### src/hdl/micro_bus_cfg.svh
// Constants for the micro bus phase sequencer.
`ifndef MICRO_BUS_CFG_SVH
`define MICRO_BUS_CFG_SVH

// ============================================================
// Bus layout
`define MB_BUS_W        22
`define MB_LC_W         11
`define MB_IR_W         16
`define MB_SUPPRESS_BIT 16
`define MB_COND_BIT     15
`define MB_AUX_LO       18
`define MB_AUX_HI       21
`define MB_AUX_W        4

// ============================================================
// Reset values
`define MB_LC_RESET     11'h001

// ============================================================
// Microinstruction field positions
`define MB_CLASS_HI     15
`define MB_CLASS_LO     12
`define MB_ALUOP_HI     9
`define MB_ALUOP_LO     8
`define MB_FA_HI        7
`define MB_FA_LO        4
`define MB_FB_HI        3
`define MB_FB_LO        0
`define MB_CSENSE_BIT   11

// ============================================================
// Microinstruction classes
`define MB_CLS_NOP      4'h0
`define MB_CLS_JUMP     4'h1
`define MB_CLS_CJUMP    4'h2
`define MB_CLS_WORD     4'h3
`define MB_CLS_INWORD   4'h4
`define MB_CLS_READ     4'h5
`define MB_CLS_INPUT    4'h6
`define MB_CLS_TRANS    4'h7

// ============================================================
// ALU operations
`define MB_ALU_ADD      2'h0
`define MB_ALU_AND      2'h1
`define MB_ALU_MOVE     2'h2
`define MB_ALU_SHR      2'h3

`endif

### src/hdl/micro_bus_pkg.sv
// Types shared by the micro bus phase sequencer modules.
`default_nettype none
package micro_bus_pkg;

  // ==========================================================
  // Clock phases, Gray coded along the cycle
  typedef enum logic [1:0] {
    PH1 = 2'b00,
    PH2 = 2'b01,
    PH3 = 2'b11,
    PH4 = 2'b10
  } phase_e;

  typedef struct packed {
    phase_e     cur;
    phase_e     nxt;
    logic [3:0] strobe;
  } phase_s;

  // ==========================================================
  // Register fields of the datapath
  typedef struct packed {
    logic [3:0] a;
    logic [3:0] b;
  } field_s;

  typedef struct packed {
    logic [3:0] n_z_v_c;
    logic [3:0] aux;
    logic       aux_valid;
  } status_s;

endpackage
`default_nettype wire

### src/hdl/clock_phase_gen.sv
// Four-phase strobe generator running on the reference clock.
`default_nettype none
module clock_phase_gen (
  input  wire logic                  ref_clk,
  input  wire logic                  rstn,
  output var  micro_bus_pkg::phase_s ph
);

  typedef struct packed {
    micro_bus_pkg::phase_e cur;
    logic [3:0]            strobe;
  } gen_state_s;

  gen_state_s state_reg;
  gen_state_s state_next;

  function automatic micro_bus_pkg::phase_e advance(input micro_bus_pkg::phase_e p);
    unique case (p)
      micro_bus_pkg::PH1: advance = micro_bus_pkg::PH2;
      micro_bus_pkg::PH2: advance = micro_bus_pkg::PH3;
      micro_bus_pkg::PH3: advance = micro_bus_pkg::PH4;
      micro_bus_pkg::PH4: advance = micro_bus_pkg::PH1;
    endcase
  endfunction

  // ==========================================================
  // Phase counter
  always_comb begin
    state_next        = state_reg;
    state_next.cur    = advance(state_reg.cur);
    state_next.strobe = {state_reg.strobe[2:0], state_reg.strobe[3]};
  end

  always_ff @(posedge ref_clk or negedge rstn) begin
    if (!rstn) begin
      state_reg <= '{cur: micro_bus_pkg::PH1, strobe: 4'h1};
    end else begin
      state_reg <= state_next;
    end
  end

  assign ph.cur    = state_reg.cur;
  assign ph.nxt    = advance(state_reg.cur);
  assign ph.strobe = state_reg.strobe;

  a_strobe_onehot: assert property (@(posedge ref_clk) disable iff (!rstn)
    $onehot(ph.strobe) && (ph.strobe[0] == (ph.cur == micro_bus_pkg::PH1)))
    else $error("Phase strobes do not match the phase counter.");

endmodule // clock_phase_gen
`default_nettype wire

### src/hdl/word_operand_former.sv
// Forms byte operands for word microinstructions from the register fields.
`default_nettype none
module word_operand_former (
  input  wire logic       second,
  input  wire logic       right_shift,
  input  wire logic [3:0] field_a,
  input  wire logic [3:0] field_b,
  input  wire logic [7:0] rd_a,
  input  wire logic [7:0] rd_b,
  input  wire logic       first_b_msb,
  output logic      [7:0] op_a,
  output logic      [7:0] op_b,
  output logic            ill_advised
);

  // The A field is read as given; an odd A whose low bit was inverted for
  // the second cycle already points at the next lower byte.
  assign op_a = rd_a;

  // An even B field, odd once inverted for the second cycle, repeats the first byte's top bit in the upper byte.
  assign op_b = (second && field_b[0] && !right_shift) ? {8{first_b_msb}} : rd_b;

  // Right shifts work from the high byte, so an even A field in the first cycle is flagged.
  assign ill_advised = right_shift && !second && !field_a[0];

endmodule // word_operand_former
`default_nettype wire

### src/hdl/micro_bus_phase_sequencer.sv
// Sequencer and datapath control for the four-phase micro bus.
//
// Behaviour
// - Fetched word arrives next cycle phase one
// - Line sixteen in phase three blocks store
// - Suppress on second cycle and wait
// - Auxiliary bits valid phase one to three
// - Location counter loads phase one, four sources
// - Counter driven on bus phases two, three
// - Translation address ready in phase four
// - Wait decided from busy, reply phase three
// - Wait pulls line sixteen, stall phase four
// - Stalled cycle keeps counter and translation
// - No repeated wait resumes fetch next cycle
// - Two-cycle case leaves stall low
// - Datapath load, decode, read, ALU by phase
// - Write back phase one, flags phase two
// - Word second cycle inverts field low bits
// - Jumps take two cycles, target second
// - Conditional outcome on line fifteen phase four
// - Stall suspends datapath operation
// - Single instruction spans three cycles
// - Input word sent to translation register
// - Word operands from A and B fields
// - Right shifts expect odd fields
// - Odd B sign extends upper byte; the code does this for even B
// - Odd A gives next lower byte
// - Four non-overlapping phases per cycle
// - Bus values carried inverted on lines
`include "micro_bus_cfg.svh"
`default_nettype none
module micro_bus_phase_sequencer (
  input  wire logic                          ref_clk,
  input  wire logic                          rstn,
  input  wire logic [`MB_BUS_W-1:0]          micro_bus_in_n,
  input  wire logic                          busy,
  input  wire logic                          reply,
  input  wire logic [`MB_IR_W-1:0]           word_addr_data_lines,
  output logic      [`MB_BUS_W-1:0]          micro_bus_out_n,
  output logic      [`MB_BUS_W-1:0]          micro_bus_oe,
  output logic      [3:0]                    clock_phase,
  output logic                               stall,
  output logic      [`MB_LC_W-1:0]           location,
  output var        micro_bus_pkg::status_s  status
);

  typedef struct packed {
    logic [`MB_BUS_W-1:0]   bus_val;
    logic [`MB_BUS_W-1:0]   bus_oe;
    logic                   stall;
    logic [`MB_LC_W-1:0]    lc;
    logic [`MB_IR_W-1:0]    ir;
    micro_bus_pkg::field_s  fld;
    logic                   cyc2;
    logic                   wait_st;
    logic                   sup;
    logic [`MB_IR_W-1:0]    tr;
    logic [`MB_LC_W-1:0]    trans_addr;
    logic [1:0]             trans_state;
    logic                   cond_true;
    logic [7:0]             opa;
    logic [7:0]             opb;
    logic                   b_msb;
    logic [7:0]             res;
    logic                   res_c;
    logic                   res_pend;
    logic                   carry;
    logic [15:0][7:0]       regs;
    micro_bus_pkg::status_s st;
  } seq_state_s;

  seq_state_s            state_reg;
  seq_state_s            state_next;
  micro_bus_pkg::phase_s ph;
  logic [`MB_BUS_W-1:0]  bus_in;
  logic [3:0]            cls;
  logic [3:0]            in_cls;
  logic [1:0]            alu_op;
  logic [7:0]            op_a;
  logic [7:0]            op_b;
  logic                  is_alu;
  logic                  wait_now;
  logic                  cond_now;

  function automatic logic two_cycle(input logic [3:0] c);
    two_cycle = (c == `MB_CLS_JUMP) || (c == `MB_CLS_CJUMP) ||
                (c == `MB_CLS_WORD) || (c == `MB_CLS_INWORD);
  endfunction

  function automatic logic [`MB_LC_W-1:0] translate(input logic [`MB_IR_W-1:0] t);
    translate = {1'b1, t[15:6]};
  endfunction

  // ==========================================================
  // Phase generation and field interpretation
  clock_phase_gen u_phase (
    .ref_clk (ref_clk),
    .rstn    (rstn),
    .ph      (ph)
  );

  word_operand_former u_operand (
    .second      (state_reg.cyc2),
    .right_shift (alu_op == `MB_ALU_SHR),
    .field_a     (state_reg.fld.a),
    .field_b     (state_reg.fld.b),
    .rd_a        (state_reg.regs[state_reg.fld.a]),
    .rd_b        (state_reg.regs[state_reg.fld.b]),
    .first_b_msb (state_reg.b_msb),
    .op_a        (op_a),
    .op_b        (op_b),
    .ill_advised ()
  );

  assign bus_in   = ~micro_bus_in_n;
  assign cls      = state_reg.ir[`MB_CLASS_HI:`MB_CLASS_LO];
  assign in_cls   = bus_in[`MB_CLASS_HI:`MB_CLASS_LO];
  assign alu_op   = state_reg.ir[`MB_ALUOP_HI:`MB_ALUOP_LO];
  assign is_alu   = cls[3] || (cls == `MB_CLS_WORD);
  assign wait_now = !state_reg.cyc2 &&
                    (((cls == `MB_CLS_READ) && busy) ||
                     ((cls == `MB_CLS_INPUT) && !reply));
  assign cond_now = state_reg.st.n_z_v_c[state_reg.ir[`MB_ALUOP_HI:`MB_ALUOP_LO]] ^
                    state_reg.ir[`MB_CSENSE_BIT];

  // ==========================================================
  // Next state
  always_comb begin
    state_next        = state_reg;
    state_next.bus_oe = '0;
    state_next.bus_val = '0;
    state_next.stall  = 1'b0;
    state_next.st.aux_valid = (ph.nxt != micro_bus_pkg::PH4);

    // Bus drive for the phase about to start.
    unique case (ph.nxt)
      micro_bus_pkg::PH1: begin
        // The second cycle starts at this edge, so the first cycle is tested.
        if (!state_reg.cyc2 && !state_reg.wait_st && (cls == `MB_CLS_INWORD)) begin
          state_next.bus_oe[15:0]  = '1;
          state_next.bus_val[15:0] = word_addr_data_lines;
        end
      end
      micro_bus_pkg::PH2: begin
        state_next.bus_oe[`MB_LC_W-1:0]  = '1;
      end
      micro_bus_pkg::PH3: begin
        state_next.bus_oe[`MB_LC_W-1:0]  = '1;
        state_next.bus_val[`MB_LC_W-1:0] = state_reg.lc;
        state_next.wait_st = wait_now;
        state_next.sup     = wait_now || (!state_reg.cyc2 && two_cycle(cls));
        state_next.bus_oe[`MB_SUPPRESS_BIT]  = state_next.sup;
        state_next.bus_val[`MB_SUPPRESS_BIT] = state_next.sup;
      end
      micro_bus_pkg::PH4: begin
        state_next.stall = state_reg.wait_st;
        if (!state_reg.cyc2 && (cls == `MB_CLS_CJUMP)) begin
          state_next.bus_oe[`MB_COND_BIT]  = 1'b1;
          state_next.bus_val[`MB_COND_BIT] = cond_now;
        end
      end
    endcase

    // Work done at the end of the current phase.
    unique case (ph.cur)
      micro_bus_pkg::PH1: begin
        if (state_reg.res_pend) begin
          state_next.regs[state_reg.fld.a] = state_reg.res;
        end
        if (!state_reg.wait_st) begin
          if (state_reg.cyc2) begin
            if (cls == `MB_CLS_JUMP) begin
              state_next.lc = state_reg.ir[`MB_LC_W-1:0];
            end else if ((cls == `MB_CLS_CJUMP) && state_reg.cond_true) begin
              state_next.lc[7:0] = state_reg.ir[7:0];
            end
            if (cls == `MB_CLS_WORD) begin
              state_next.fld.a[0] = ~state_reg.fld.a[0];
              state_next.fld.b[0] = ~state_reg.fld.b[0];
            end
            if (cls == `MB_CLS_INWORD) begin
              state_next.tr = word_addr_data_lines;
            end
          end else if (!state_reg.sup) begin
            state_next.ir     = bus_in[`MB_IR_W-1:0];
            state_next.fld.a  = bus_in[`MB_FA_HI:`MB_FA_LO];
            state_next.fld.b  = bus_in[`MB_FB_HI:`MB_FB_LO];
            state_next.st.aux = bus_in[`MB_AUX_HI:`MB_AUX_LO];
            state_next.lc     = (in_cls == `MB_CLS_TRANS) ? state_reg.trans_addr :
                                state_reg.lc + `MB_LC_W'(1);
          end else begin
            state_next.lc = state_reg.lc + `MB_LC_W'(1);
          end
        end
      end
      micro_bus_pkg::PH2: begin
        if (state_reg.res_pend) begin
          state_next.st.n_z_v_c = {state_reg.res[7], state_reg.res == 8'h00,
                                   1'b0, state_reg.res_c};
          state_next.res_pend   = 1'b0;
        end
      end
      micro_bus_pkg::PH3: begin
        state_next.opa = op_a;
        state_next.opb = op_b;
        if (!state_reg.cyc2) begin
          state_next.b_msb = op_b[7];
        end
        state_next.trans_addr = translate(state_reg.tr);
      end
      micro_bus_pkg::PH4: begin
        state_next.trans_state = state_reg.tr[15:14];
        if (!state_reg.wait_st) begin
          state_next.cyc2      = !state_reg.cyc2 && two_cycle(cls);
          state_next.cond_true = cond_now;
          if (is_alu) begin
            unique case (alu_op)
              `MB_ALU_ADD: {state_next.res_c, state_next.res} =
                9'(state_reg.opa) + 9'(state_reg.opb) + 9'(state_reg.cyc2 & state_reg.carry);
              `MB_ALU_AND: {state_next.res_c, state_next.res} = {1'b0, state_reg.opa & state_reg.opb};
              `MB_ALU_MOVE: {state_next.res_c, state_next.res} = {1'b0, state_reg.opb};
              `MB_ALU_SHR: {state_next.res, state_next.res_c} =
                {state_reg.cyc2 & state_reg.carry, state_reg.opb};
            endcase
            state_next.carry    = state_next.res_c;
            state_next.res_pend = 1'b1;
          end
        end
      end
    endcase

    // Phase two shows the counter value loaded at the end of phase one.
    if (ph.nxt == micro_bus_pkg::PH2) begin
      state_next.bus_val[`MB_LC_W-1:0] = state_next.lc;
    end
  end

  // ==========================================================
  // State register
  always_ff @(posedge ref_clk or negedge rstn) begin
    if (!rstn) begin
      state_reg         <= '0;
      state_reg.lc      <= `MB_LC_RESET;
      state_reg.wait_st <= 1'b1;
      state_reg.sup     <= 1'b1;
    end else begin
      state_reg <= state_next;
    end
  end

  assign micro_bus_out_n = ~state_reg.bus_val;
  assign micro_bus_oe    = state_reg.bus_oe;
  assign clock_phase     = ph.strobe;
  assign stall           = state_reg.stall;
  assign location        = state_reg.lc;
  assign status          = state_reg.st;

  // ==========================================================
  // Checks
  a_stall_in_ph4: assert property (@(posedge ref_clk) disable iff (!rstn)
    stall |-> (ph.cur == micro_bus_pkg::PH4) && state_reg.wait_st)
    else $error("Stall outside phase four or without a wait.");

  a_suppress_only_ph3: assert property (@(posedge ref_clk) disable iff (!rstn)
    micro_bus_oe[`MB_SUPPRESS_BIT] |-> (ph.cur == micro_bus_pkg::PH3))
    else $error("Line sixteen driven outside phase three.");

  a_suppress_cause: assert property (@(posedge ref_clk) disable iff (!rstn)
    (ph.cur == micro_bus_pkg::PH3) && state_reg.wait_st |-> micro_bus_oe[`MB_SUPPRESS_BIT])
    else $error("Wait without suppression of the store.");

  a_lc_drive: assert property (@(posedge ref_clk) disable iff (!rstn)
    (ph.cur == micro_bus_pkg::PH2) |->
    (micro_bus_oe[0] && (micro_bus_out_n[`MB_LC_W-1:0] == ~location)) ##1
    (micro_bus_oe[0] && (micro_bus_out_n[`MB_LC_W-1:0] == ~location)))
    else $error("Location counter not driven through phases two and three.");

  a_stall_lc_hold: assert property (@(posedge ref_clk) disable iff (!rstn)
    stall |-> ##2 (location == $past(location, 2)))
    else $error("Location counter moved during a stalled cycle.");

  a_cond_line: assert property (@(posedge ref_clk) disable iff (!rstn)
    micro_bus_oe[`MB_COND_BIT] && !micro_bus_oe[0] |-> (ph.cur == micro_bus_pkg::PH4))
    else $error("Condition line driven outside phase four.");

  a_two_cycle_nostall: assert property (@(posedge ref_clk) disable iff (!rstn)
    state_reg.cyc2 |-> !stall)
    else $error("Stall raised in a second cycle.");

  a_aux_window: assert property (@(posedge ref_clk) disable iff (!rstn)
    (ph.cur == micro_bus_pkg::PH4) |=> status.aux_valid [*3] ##1 !status.aux_valid)
    else $error("Auxiliary bits not held from phase one to three.");

  a_phase_cycle: assert property (@(posedge ref_clk) disable iff (!rstn)
    (ph.cur == micro_bus_pkg::PH1) |-> ##4 (ph.cur == micro_bus_pkg::PH1))
    else $error("Micromachine cycle is not four phases long.");

endmodule // micro_bus_phase_sequencer
`default_nettype wire

### config.mk
export PLATFORM = sky130hd
export DESIGN_NAME = micro_bus_phase_sequencer
export DESIGN_NICKNAME = d
export VERILOG_FILES = /design/src/hdl/micro_bus_pkg.sv /design/src/hdl/clock_phase_gen.sv /design/src/hdl/word_operand_former.sv /design/src/hdl/micro_bus_phase_sequencer.sv
export VERILOG_INCLUDE_DIRS = /design/src /design/src/hdl
export SDC_FILE = /design/constraint.sdc
export NUM_CORES = 1
export LEC_CHECK = 0
export BUFFER_PORTS_ARGS = -buffer_cell sky130_fd_sc_hd__buf_4
export CELL_PAD_IN_SITES_DETAIL_PLACEMENT = 1
export CELL_PAD_IN_SITES_GLOBAL_PLACEMENT = 1
export CORE_UTILIZATION = 53
export DETAILED_ROUTE_END_ITERATION = 12
export PLACE_DENSITY_LB_ADDON = 0.3
export SLEW_MARGIN = 5
export SYNTH_ARGS = -nofsm -noshare
export SYNTH_HDL_FRONTEND = slang
export SYNTH_SLANG_ARGS = --single-unit
### constraint.sdc
create_clock -name ref_clk -period 3.8 [get_ports ref_clk]
set_input_delay 0.76 -clock ref_clk [delete_from_list [all_inputs] [get_ports ref_clk]]
set_output_delay 0.76 -clock ref_clk [all_outputs]
set_load 0.03 [all_outputs]
### Word-level counts from Yosys, hierarchy flattened

Index checks and enable logic that the tools add are counted.

* input bits: 42
* logic and storage cells: 160
* register bits: 270
* output and inout port bits: 69

* equality and inequality tests: 21
* reduce and logical (&&, ||, !) cells: 36
* add/subtract/negate cells: 3
* order comparisons: 4
* bitwise operators: 11
* muxes and demuxes: 43

Operators by type and width (count)
* 128-bit bitwise mux: 1
* 35-bit 2-to-1 mux: 2
* 8-bit binary-select mux with 4-bit select: 2
* 8-bit 2-to-1 mux: 6
* 11-bit 2-to-1 mux: 4
* 11-bit case mux with 2 select lines: 2
* 9-bit case mux with 4 select lines: 1
* 8-bit demux with 4-bit select: 1
* 16-bit 2-to-1 mux: 2
* 24-bit 2-to-1 mux: 1
* 17-bit inverter with 22-bit output: 1
* 22-bit inverter: 1
* 19-bit 2-to-1 mux: 1
* 4-bit by 3-bit == test with 1-bit output, second input constant: 4
* 2-bit == test, second input constant: 6
* 4-bit AND reduction: 3
* 11-bit by 1-bit adder with 11-bit output, second input constant: 1
* 1-bit logical AND: 11
* 4-bit by 5-bit < comparator with 1-bit output, second input constant: 2
* 8-bit by 8-bit adder with 9-bit output: 1
* 9-bit by 1-bit adder with 9-bit output: 1
* 1-bit 2-to-1 mux: 9
* 8-bit bitwise AND: 1
* 4-bit by 2-bit == test with 1-bit output, second input constant: 2
* other kinds (23): 52

### Depth between registers and ports, before layout

Gate-level depths: netlist of the first run.

* depth in word-level cells: 8
* mapped depth: 10
* depth with buffers taken out: 9

### Cells and area by module

Synthesis of the first run repeated with hierarchy kept, for this count alone.

* cells, all modules: 1033
* area total of the unflattened synthesis: 13227.7 um^2

By module, submodules not included
* micro_bus_phase_sequencer: area each 12891.1 um^2, cells each 1007, instances 1
* word_operand_former: area each 177.7 um^2, cells each 18, instances 1
* clock_phase_gen: area each 158.9 um^2, cells each 8, instances 1

### Worst setup path before layout of the first run

No wires, ideal clock.

* path kind: register to register
* start point: register state_reg[197] (netlist bit)
* end point: register state_reg[145] (netlist bit)
* stages on the path, launching flop included: 9
* data required time: 3675 ps
* data arrival time: 2520 ps
* setup slack: 1156 ps
* path through: dfrtp_1 -> clkbuf_1 -> and2_1 -> fa_1 -> a211oi_2 -> nor4b_1 -> or3b_1 -> mux4_2 -> mux2_2

* word-level cells in the longest chain between the ends: 3

RTL lines
* from (decl): line micro_bus_phase_sequencer.sv:72 `seq_state_s state_reg;`
* from (signal assigned): line micro_bus_phase_sequencer.sv:247 `state_reg <= state_next;`
* 1-bit bitwise AND: line micro_bus_phase_sequencer.sv:219 `9'(state_reg.opa) + 9'(state_reg.opb) + 9'(state_reg.cyc2 & state_reg.carry);`
* 9-bit by 1-bit adder with 9-bit output: line micro_bus_phase_sequencer.sv:219
* 9-bit case mux with 4 select lines: line micro_bus_phase_sequencer.sv:217 `unique case (alu_op)`

Every way passes these cells.
A chain may end at the register's enable or synchronous reset.

### Worst setup path after layout of the first run

* start point: register u_phase.state_reg (netlist bit u_phase.ph[6])
* end point: register state_reg[162] (netlist bit)

* word-level cells in the longest chain between the ends: 1

RTL lines
* from (decl): line clock_phase_gen.sv:14 `gen_state_s state_reg;`
* from (signal assigned): line clock_phase_gen.sv:36 `state_reg <= '{cur: micro_bus_pkg::PH1, strobe: 4'h1};`
* from (signal assigned): line clock_phase_gen.sv:38 `state_reg <= state_next;`
* 2-bit == test: line micro_bus_phase_sequencer.sv:165 `unique case (ph.cur)`

Every way passes these cells.

==> results.toml, run 1 <==
[sta]
rsz0062_at_grt = "no"
finalWorstPathRequiredPeriod_ns = 2.77
finalSetupViolations = 0
worst_pin_slew_ns = 1.13
max_clock_freq_mhz = 361
fin_worst_skew_ns = 0.0271
layout_worst_path_cycle_share_pct = 72.9
slew_headroom_pct = 24.7
hold_viol_final = 0
setup_total_negative_slack_ns = 0
timing_max_transition_violations_final = 0

[cells_and_area]
drive_above_1_share_pct = 36.0
fin_area_um2 = 14700
antenna-diode-count = 0
area.growth.synth_to_final_pct = 11.7
fillers = 2494
largest_register_ffs = 208
finalNetCount = 1193

[min_path]
min_path_type = "input pin to asynchronous set/reset pin"

[place]
placed_area_um2 = 13800
gp_congestion = 0.849
port_buffers = 97
detailed_place_hpwl_um = 24400

[route]
drc = 0
post_drt_wl_per_cell_um = 25.4
vias = 9431
via_per_inst = 6.37
ant_nets = 0
detail_route.first_pass.iterations = 7
drt_iter0_markers = 493
finalWirelength_um = 37600

[synth]
synth_enable_flop_cells = 0
syn_area_per_cell_um2 = 11.9
synth-main-ff-cell = "sky130_fd_sc_hd__dfrtp_1"
yosys_register_bits = 244
synth_warnings = 0
synth.lib_cells_used.distinct = 73
asyncSetResetFlopFracSynth_pct = 100
syn_inst = 1107
synth_seq_area_share_pct = 46.4
syn_area_um2 = 13200

[setup_path]
critical_path.max_stage_delay_ns = 1.10
startpoint_type = "flip-flop"
path_max_fanout = 17
crit_buf_inv = 1
rrSetupSlack_ns = 1.03
worst_path_dominant_cell_family = "simple AND/OR/NAND/NOR gates"
worst_r2r_endpoint = "state_reg[162]$_DFFE_PN0P_"
worstPathRequired_ns = 4.27
r2r.worst_path.cells = 5
type_of_the_worst_setup_path = "flip-flop to flip-flop"
crit_chain = "ha_1 > clkinv_1 > nor3b_1 > a222oi_1 > o21ai_0"
crit-reg2reg-launch = "u_phase.ph[6]$_DFF_PN0_"
critPathSlowestCell = "sky130_fd_sc_hd__nor3b_1"
cp.arrival_ns = 3.24
timing.critical_path.to_type = "flip-flop"

[global_route]
global_route.usage.total_pct = 30.4
grt_pass1_vias = 10200
grt-ovfl-total = 0
grt_antenna_before_repair = 0
grt_max_degree = 98
wire_length_of_the_first_global_routing_pass_um = 59700

[clocking]
setup_buffers_after_cts = 0
numCtsBuffers = 28
cts_max_level = 1
cts_hold_buffers = 0
clk-insertion-delay-late_ns = 0.56
cts_root_buffer = "sky130_fd_sc_hd__clkbuf_16"
clkSlewWorstSetupHoldPaths_ns = 0.06
cts_tree = "yes"
clock_sinks = 244
cts_repair_resize_count = 0
cts.path.max_buffers = 3

[floorplan]
chip_width_um = 160
row_count = 57
floorplan.die.height_um = 160
floorplan.die_area_um2 = 25500
floorplan.initialDensity_pct = 54.2
design.portCount = 111
core_footprint_um2 = 24300

[power_and_ir_drop]
worst_ir_drop_vdd_mv = 0.465
power_density_nw_per_um2 = 723
total_leakage_power_uw = 0.00668

[flow_run]
drv_cap = 0

[run_status]
status = "finished clean"
[through the flow]
| step | total power, uW | util [%] | setup WS (ns) | cells | hold WS (ns) |
|---|---|---|---|---|---|
| after floorplan | 6810 | - | 1.16 | 1116 | 0.355 |
| after global placement | 7770 | 56.8 | 1.20 | 1429 | 0.359 |
| after detailed placement | 7960 | 56.8 | 1.16 | 1429 | 0.364 |
| after CTS | 10600 | 60.5 | 1.13 | 1481 | 0.271 |
| after global routing | 11200 | 60.5 | 0.984 | 1481 | 0.290 |
| final | 10600 | 60.5 | 1.03 | 1481 | 0.226 |
[synth_stat cells (5+ instances only)]
library cell               count  area, um2
sky130_fd_sc_hd__a22oi_1      16        120
sky130_fd_sc_hd__buf_4        51        383
sky130_fd_sc_hd__buf_2        20        100
sky130_fd_sc_hd__and2_1        7       43.8
sky130_fd_sc_hd__ha_1         14        175
sky130_fd_sc_hd__buf_1         6       22.5
sky130_fd_sc_hd__nor2_1       48        180
sky130_fd_sc_hd__mux2i_1      22        220
sky130_fd_sc_hd__nor2b_1      11       68.8
sky130_fd_sc_hd__nand2b_1     10       62.6
sky130_fd_sc_hd__a211oi_1      9       67.6
sky130_fd_sc_hd__nor3_1       10       50.1
sky130_fd_sc_hd__o21ai_0      67        335
sky130_fd_sc_hd__nand2_1      70        263
sky130_fd_sc_hd__and3_1        5       31.3
sky130_fd_sc_hd__a222oi_1      8       80.1
sky130_fd_sc_hd__a31oi_1      10       62.6
sky130_fd_sc_hd__a21oi_1      20        100
sky130_fd_sc_hd__mux4_2       53       1190
sky130_fd_sc_hd__o22ai_1       9       56.3
sky130_fd_sc_hd__nand4_1      10       62.6
sky130_fd_sc_hd__a21o_1        6       45.0
sky130_fd_sc_hd__a211o_1      10       87.6
sky130_fd_sc_hd__dfrtp_1     240       6010
sky130_fd_sc_hd__nand3_1      10       50.1
sky130_fd_sc_hd__inv_1        28        105
sky130_fd_sc_hd__or3_1         5       31.3
sky130_fd_sc_hd__xnor2_1       7       61.3
sky130_fd_sc_hd__clkbuf_1     52        195
sky130_fd_sc_hd__o211ai_1      6       45.0
sky130_fd_sc_hd__mux2_2      184       2070
[worst reg2reg max path, stage by stage, from the launching register on]
cell,delay [ns]
sky130_fd_sc_hd__dfrtp_1,0.38
sky130_fd_sc_hd__ha_1,0.18
sky130_fd_sc_hd__clkinv_1,0.51
sky130_fd_sc_hd__nor3b_1,1.10
sky130_fd_sc_hd__a222oi_1,0.34
sky130_fd_sc_hd__o21ai_0,0.18
[layout make-up]
cell class	instances	area, um2	share of cell area, %
Inverter	29	109	0.740
Tap cell	324	405	2.76
Timing Repair Buffer	120	933	6.35
Sequential cell	244	6110	41.6
Clock buffer	43	807	5.49
Multi-Input combinational cell	712	6260	42.6
Clock inverter	9	81.3	0.553
[where the power goes]
| part | internal, uW | total, uW | leakage (uW) | switching (uW) |
|---|---|---|---|---|
| logic | 1700 | 3600 | 0.00303 | 1900 |
| registers | 3330 | 4430 | 0.00321 | 1100 |
| clock network | 1530 | 2610 | 0.000441 | 1080 |
| total | 6550 | 10600 | 0.00668 | 4080 |
[placed cells by master (no fill, tap or decap), drive strengths merged, types with 4 or more instances in the layout]
cell / instances
o21a: 4
nor2b: 11
nor2: 51
nor3: 11
nand2b: 10
nor4: 5
dfstp: 4
mux4: 53
o21ai: 71
clkinv: 9
a211oi: 10
nand2: 70
a22o: 4
nand3: 10
xnor2: 7
a21oi: 20
inv: 28
a21o: 6
clkbuf: 43
and3: 5
mux2: 184
a32oi: 4
o211ai: 6
buf: 120
a211o: 10
dfrtp: 240
nand4: 10
and2: 7
a31oi: 10
a22oi: 16
conb: 11
o22ai: 9
a222oi: 8
or3: 5
nor4b: 4
ha: 14
mux2i: 22
o221ai: 4
[worst max path at each step]
stage	start	endpoint	slack [ns]	depth (start not counted)
6_report	u_phase.ph[6]$_DFF_PN0_	state_reg[162]$_DFFE_PN0P_	1.03	5
5_1_grt	u_phase.ph[6]$_DFF_PN0_	state_reg[158]$_DFFE_PN0P_	0.98	5
4_1_cts	u_phase.ph[6]$_DFF_PN0_	state_reg[162]$_DFFE_PN0P_	1.13	5
3_5_place_dp	state_reg[137]$_DFFE_PN0P_	state_reg[145]$_DFFE_PN0P_	1.16	7
3_3_place_gp	state_reg[137]$_DFFE_PN0P_	state_reg[145]$_DFFE_PN0P_	1.20	7
2_1_floorplan	state_reg[197]$_DFFE_PN0P_	state_reg[145]$_DFFE_PN0P_	1.16	8
[kinds of logic after synthesis]
family | synth area share (%)
buf+inv | 6.32
flops | 46.4
other cells | 0.0570
compound gates | 10.4
mux | 26.5
xor+xnor | 0.599
fa+ha+maj | 1.63
simple gates | 8.09
[routing by layer]
metal / track usage (%) / routed length, um / vias up / share of wire [%]
met5: 0 / 0 / - / 0
met1: 38.4 / 15100 / 4948 / 40
met2: 53.4 / 19400 / 316 / 51
met4: 11.1 / 1280 / 0 / 3.4
met3: 3.95 / 1900 / 86 / 5.1
li1: - / - / 4081 / -
(Power assumes the default switching activity.)
==> run 2: changes to the inputs <==
--- a/config.mk
+++ b/config.mk
@@ -9,7 +9,7 @@
 export BUFFER_PORTS_ARGS = -buffer_cell sky130_fd_sc_hd__buf_4
 export CELL_PAD_IN_SITES_DETAIL_PLACEMENT = 1
 export CELL_PAD_IN_SITES_GLOBAL_PLACEMENT = 1
-export CORE_UTILIZATION = 53
+export CORE_UTILIZATION = 44
 export DETAILED_ROUTE_END_ITERATION = 12
 export PLACE_DENSITY_LB_ADDON = 0.3
 export SLEW_MARGIN = 5
==> constraint.sdc (replaced) <==
create_clock -name ref_clk -period 2.4 [get_ports ref_clk]
set_input_delay 0.48 -clock ref_clk [delete_from_list [all_inputs] [get_ports ref_clk]]
set_output_delay 0.48 -clock ref_clk [all_outputs]
set_load 0.03 [all_outputs]
==> run 2 against run 1 <==
Against the previous run:
- the run now ends with setup timing left
- count of clock-buffer cells in the layout is 2 lower
- critical path type unchanged
- final area is 5.4% higher
- clock power is 81% higher
- register-to-register slack worse by 1.0 ns
- critical path depth is 2 higher
- core utilization is 7.2 points lower
- cell count is 7.8% higher
- hold slack worse by 0.10 ns
- die area is 20% higher
- maximum frequency is 15% higher
- combinational power is 80% higher
==> results.toml, run 2 (same netlist as run 1, synthesis figures left out) <==
[floorplan]
core_footprint_um2 = 29100
floorplan.die_area_um2 = 30600
floorplan.die.height_um = 175
row_count = 62
chip_width_um = 175
floorplan.initialDensity_pct = 45.3
design.portCount = 111

[clocking]
cts_max_level = 1
clock_sinks = 244
cts.path.max_buffers = 3
cts_root_buffer = "sky130_fd_sc_hd__clkbuf_16"
clkSlewWorstSetupHoldPaths_ns = 0.06
numCtsBuffers = 28
cts_tree = "yes"
clk-insertion-delay-late_ns = 0.55

[power_and_ir_drop]
power_density_nw_per_um2 = 1150
cell_internal_pwr_uw = 11300
total_leakage_power_uw = 0.00706
switching_share_pct = 37.0
power.sequential.fraction_pct = 37.4
share_comb_of_total_power_pct = 36.2
power_frac_clock_pct = 26.4
power.net_switching_uw = 6620
worst_ir_drop_vdd_mv = 0.555

[sta]
slew_headroom_pct = 41.4
hold_viol_final = 0
setup_total_negative_slack_ns = -0.0107
finalWorstPathRequiredPeriod_ns = 2.41
final.setup.worst_slack_ns = -0.0107
finalSetupViolations = 1
max_clock_freq_mhz = 415
rsz0062_at_grt = "yes"
layout_worst_path_cycle_share_pct = 100
fin_worst_skew_ns = 0.00786
worst_pin_slew_ns = 0.877
timing_max_transition_violations_final = 0

[run_status]
violations_in_the_final_reports = "setup timing"
status = "complete, but fails checks"

[setup_path]
startpoint_type = "flip-flop"
r2r.worst_path.cells = 7
worstPathRequired_ns = 2.83
rrSetupSlack_ns = -0.01
cp.arrival_ns = 2.84
critPathLaunch = "state_reg[197]$_DFFE_PN0P_"
worst_r2r_endpoint = "state_reg[145]$_DFFE_PN0P_"
crit-reg2reg-launch = "state_reg[197]$_DFFE_PN0P_"
path_max_fanout = 3
timing.critical_path.to_type = "flip-flop"
crit_end = "state_reg[145]$_DFFE_PN0P_"
type_of_the_worst_setup_path = "flip-flop to flip-flop"

[route]
ant_nets = 0
drc = 0
finalWirelength_um = 39400
post_drt_wl_per_cell_um = 24.7
vias = 9574
drt_iter0_markers = 822
via_per_inst = 5.99
detail_route.first_pass.iterations = 6

[min_path]
min_path_type = "input pin to flip-flop"

[place]
gp_congestion = 0.877
detailed_place_hpwl_um = 26700
pre_cts_slack_ns = -0.0641
port_buffers = 97

[global_route]
grt-ovfl-total = 0
global_route.usage.total_pct = 26.4
grt_pass1_vias = 10200
grt_max_degree = 59
grt_antenna_before_repair = 0
wire_length_of_the_first_global_routing_pass_um = 61700

[cells_and_area]
drive_above_1_share_pct = 39.7
area.growth.synth_to_final_pct = 17.7
finalNetCount = 1249
multi_input_comb_area_um2 = 6290
fillers = 2989
ff_latch_area_um2 = 6110
mostFrequentLayoutCells = "sky130_fd_sc_hd__dfrtp_1, sky130_fd_sc_hd__mux2_2, sky130_fd_sc_hd__buf_4"
post-route-util_pct = 53.3
antenna-diode-count = 0
largest_register_ffs = 208
mostFrequentLayoutCell = "sky130_fd_sc_hd__dfrtp_1"

[flow_run]
drv_cap = 0
[run 2: changes by cell type in the layout (fill, tap and decap cells not counted), moves of 2 or more]
cell,previous run,this run
sky130_fd_sc_hd__buf_12,2,13
sky130_fd_sc_hd__buf_4,117,161
sky130_fd_sc_hd__bufinv_16,1,6
sky130_fd_sc_hd__clkbuf_1,10,8
sky130_fd_sc_hd__clkinv_2,7,4
sky130_fd_sc_hd__fa_1,2,0
sky130_fd_sc_hd__fa_2,0,2
sky130_fd_sc_hd__o21ai_0,67,65
sky130_fd_sc_hd__o21ai_1,4,6
[run 2: final cells by class]
cell class / count / share of cell area, %
Timing Repair Buffer: 176 / 9.63
Sequential cell: 244 / 39.4
Multi-Input combinational cell: 712 / 40.6
Clock buffer: 41 / 5.23
Clock inverter: 11 / 1.34
Tap cell: 384 / 3.10
Inverter: 29 / 0.702
[run 2: timing repair]
action / 4_1_cts / 5_1_grt
resized for setup: 0 / 6
pin swaps: 3 / 3
endpoints found under the setup margin: 2 / 12
setup buffers: 1 / 0
hold buffers: 1 / 0
hold endpoints to repair: 52 / 0
[run 2: per-layer routing]
layer / vias to the layer above / GRT usage, % / share of wire, %
met2: 278 / 45.6 / 51
met5: - / 0 / 0
met1: 5034 / 34.9 / 42
met4: 0 / 8.04 / 3.0
li1: 4191 / - / -
met3: 71 / 2.79 / 4.1
[run 2: power by group through the flow]
stage / clock [uW] / combinational [uW] / sequential (uW)
after floorplan: 0 / 4920 / 5890
after global placement: 0 / 6260 / 6620
after detailed placement: 0 / 6430 / 6700
after CTS: 4810 / 6500 / 6670
after global routing: 4940 / 6960 / 6860
final: 4730 / 6490 / 6690
[run 2: worst min path at each step]
| stage | start | to | cells past startpoint |
|---|---|---|---|
| 4_1_cts | micro_bus_in_n[21] | status[4]$_DFFE_PN0P_ | 2 |
| 3_5_place_dp | u_phase.ph[2]$_DFF_PN0_ | u_phase.ph[3]$_DFF_PN0_ | 0 |
| 3_3_place_gp | u_phase.ph[2]$_DFF_PN0_ | u_phase.ph[3]$_DFF_PN0_ | 0 |
| 6_report | micro_bus_in_n[20] | status[3]$_DFFE_PN0P_ | 2 |
| 2_1_floorplan | rstn | alu_op[0]$_DFFE_PN0P_ | 0 |
| 5_1_grt | micro_bus_in_n[9] | alu_op[1]$_DFFE_PN0P_ | 2 |
[run 2: metrics by stage]
stage          cells  hold WS, ns  area, um2  power (uW)
2_1_floorplan   1116        0.184      13200       10800
3_3_place_gp    1543        0.369      14500       12900
3_5_place_dp    1543        0.363      14500       13100
4_1_cts         1597        0.106      15500       18000
5_1_grt         1597        0.117      15500       18800
6_report        1597        0.124      15500       17900
[run 2: worst max-delay path, cell delays in order, from the launching register on]
cell,delay (ns)
sky130_fd_sc_hd__dfrtp_1,0.39
sky130_fd_sc_hd__and2_4,0.15
sky130_fd_sc_hd__fa_2,0.36
sky130_fd_sc_hd__a211oi_2,0.23
sky130_fd_sc_hd__nor4b_1,0.08
sky130_fd_sc_hd__or3b_1,0.35
sky130_fd_sc_hd__mux4_2,0.46
sky130_fd_sc_hd__mux2_4,0.27
==> run 3: changes to the inputs <==
--- a/config.mk
+++ b/config.mk
@@ -6,11 +6,11 @@
 export SDC_FILE = /design/constraint.sdc
 export NUM_CORES = 1
 export LEC_CHECK = 0
-export BUFFER_PORTS_ARGS = -buffer_cell sky130_fd_sc_hd__buf_4
 export CELL_PAD_IN_SITES_DETAIL_PLACEMENT = 1
 export CELL_PAD_IN_SITES_GLOBAL_PLACEMENT = 1
-export CORE_UTILIZATION = 44
+export CORE_UTILIZATION = 47
 export DETAILED_ROUTE_END_ITERATION = 12
+export DONT_BUFFER_PORTS = 1
 export PLACE_DENSITY_LB_ADDON = 0.3
 export SLEW_MARGIN = 5
 export SYNTH_ARGS = -nofsm -noshare
==> run 3 against run 2 <==
Against the previous run:
- the flow finishes with violations (hold timing, setup timing)
- critical path depth stayed put
- sequential power is 2% lower
- core utilization is 0.59 points higher
- global-route usage is 0.41 points higher
- routed wire length is 5.9% lower
- count of clock-buffer cells in the layout is 1 higher
- setup slack worse by 0.026 ns
- die area is 6.3% lower
- clock skew is 0.0078 ns higher
- final area is 5.3% lower
- hold slack worse by 0.48 ns
- critical endpoint unchanged
==> results.toml, run 3 (same netlist as run 1, synthesis figures left out) <==
[floorplan]
floorplan.die_area_um2 = 28700
floorplan.die.height_um = 169
floorplan.initialDensity_pct = 48.3
design.portCount = 111
chip_width_um = 169
row_count = 60
core_footprint_um2 = 27300

[setup_path]
cp.arrival_ns = 2.85
type_of_the_worst_setup_path = "flip-flop to flip-flop"
crit_chain = "and2_4 > fa_2 > a211oi_2 > nor4b_1 > or3b_1 > mux4_2 > mux2_4"
startpoint_type = "flip-flop"
critPathSlowestCell = "sky130_fd_sc_hd__mux4_2"
timing.critical_path.to_type = "flip-flop"
worst_path_dominant_cell_family = "multiplexers"
crit_buf_inv = 0
worstPathRequired_ns = 2.82
critical_path.max_stage_delay_ns = 0.45
path_max_fanout = 3

[clocking]
clk-insertion-delay-late_ns = 0.54
clock_sinks = 244
cts_root_buffer = "sky130_fd_sc_hd__clkbuf_16"
cts.path.max_buffers = 3
clkSlewWorstSetupHoldPaths_ns = 0.07
cts_max_level = 1
numCtsBuffers = 28
cts_tree = "yes"

[place]
gp_congestion = 0.914
detailed_place_hpwl_um = 25300
port_buffers = 0
pre_cts_slack_ns = -0.0836

[power_and_ir_drop]
worst_ir_drop_vdd_mv = 0.721
power.sequential.fraction_pct = 38.8
cell_internal_pwr_uw = 10600
total_leakage_power_uw = 0.00659
switching_share_pct = 37.3
share_comb_of_total_power_pct = 36.0
power_density_nw_per_um2 = 1150
power.net_switching_uw = 6320
power_frac_clock_pct = 25.1

[sta]
final.setup.worst_slack_ns = -0.0366
timing_max_transition_violations_final = 0
layout_worst_path_cycle_share_pct = 102
hold_viol_final = 242
max_clock_freq_mhz = 410
fin_worst_skew_ns = 0.0157
hold_slack_ns = -0.361
worst_pin_slew_ns = 0.912
finalWorstPathRequiredPeriod_ns = 2.44
slew_headroom_pct = 39.5
finalSetupViolations = 1
setup_total_negative_slack_ns = -0.0366
rsz0062_at_grt = "yes"

[route]
finalWirelength_um = 37100
vias = 9043
post_drt_wl_per_cell_um = 24.8
detail_route.first_pass.iterations = 7
via_per_inst = 6.04
drt_iter0_markers = 636
drc = 0
ant_nets = 0

[cells_and_area]
ff_latch_area_um2 = 6120
multi_input_comb_area_um2 = 6280
finalNetCount = 1160
post-route-util_pct = 53.9
drive_above_1_share_pct = 35.1
mostFrequentLayoutCell = "sky130_fd_sc_hd__dfrtp_1"
mostFrequentLayoutCells = "sky130_fd_sc_hd__dfrtp_1, sky130_fd_sc_hd__mux2_2, sky130_fd_sc_hd__buf_4"
antenna-diode-count = 0
largest_register_ffs = 208
area.growth.synth_to_final_pct = 11.5
fillers = 2770

[run_status]
violations_in_the_final_reports = "hold timing, setup timing"
status = "complete, but fails checks"

[global_route]
grt_pass1_vias = 9702
grt_antenna_before_repair = 0
grt-ovfl-total = 0
wire_length_of_the_first_global_routing_pass_um = 58400
grt_max_degree = 245
global_route.usage.total_pct = 26.8

[flow_run]
drv_cap = 0

[min_path]
min_path_type = "input pin to asynchronous set/reset pin"
## run 3: cell types whose count changed in the layout (fill, tap and decap cells not counted), moves of 2 or more
cell / change
sky130_fd_sc_hd__buf_12: -3
sky130_fd_sc_hd__clkbuf_1: -3
sky130_fd_sc_hd__o21ai_0: +2
sky130_fd_sc_hd__buf_4: -84
sky130_fd_sc_hd__o21ai_1: -2
sky130_fd_sc_hd__clkinv_2: +3
sky130_fd_sc_hd__clkbuf_8: +4
sky130_fd_sc_hd__bufinv_16: -5
## run 3: final timing paths
kind / startpoint / to / slack, ns / cells past startpoint
setup / recovery: state_reg[137]$_DFFE_PN0P_ / state_reg[145]$_DFFE_PN0P_ / -0.04 / 7
hold / removal: rstn / location[7]$_DFF_PN0_ / -0.36 / 0
setup reg to reg: state_reg[137]$_DFFE_PN0P_ / state_reg[145]$_DFFE_PN0P_ / -0.04 / 7
hold reg to reg: u_phase.ph[0]$_DFF_PN1_ / u_phase.ph[1]$_DFF_PN0_ / 0.48 / 0
max in group asynchronous: rstn / state_reg[202]$_DFFE_PN0P_ / 2.17 / 0
min in group ref_clk: micro_bus_in_n[4] / state_reg[210]$_DFFE_PN0P_ / 0.05 / 1
## run 3: stage by stage
step	cells	cell area (um2)	power [uW]	hold WS (ns)
after global placement	1441	13700	12400	0.189
after global routing	1496	14700	17800	-0.381
after floorplan	1116	13200	10800	0.184
after detailed placement	1441	13700	12700	0.189
after CTS	1495	14700	17100	-0.377
final	1496	14700	16900	-0.361
## run 3: per-layer routing
metal | GRT usage [%] | share of wire [%] | routed length, um | vias up
met5 | 0 | 0 | 0 | -
met4 | 10.0 | 3.9 | 1460 | 0
met1 | 34.6 | 42 | 15400 | 4692
li1 | - | - | - | 4005
met3 | 4.20 | 5.3 | 1970 | 79
met2 | 45.6 | 49 | 18200 | 267
## run 3: timing repair
item,4_1_cts,5_1_grt
gates cloned,0,0
setup endpoints to repair,3,4
pin swaps,3,1
setup buffers,2,1
resized for setup,1,1
endpoints found under the hold margin,244,244
## run 3: layout make-up
type | instances | area share (%)
tap | 372 | 3.17
inverter | 29 | 0.741
clock buffer | 42 | 5.82
multi-input combinational | 712 | 42.8
clock inverter | 10 | 0.545
sequential | 244 | 41.7
timing repair buffer | 87 | 5.30
## run 3: power by group through the flow
stage	clock [uW]	combinational [uW]	sequential, uW
final	4260	6110	6580
after CTS	4360	6130	6580
after global routing	4500	6590	6750
after floorplan	0	4920	5890
after detailed placement	0	6070	6640
after global placement	0	5880	6540
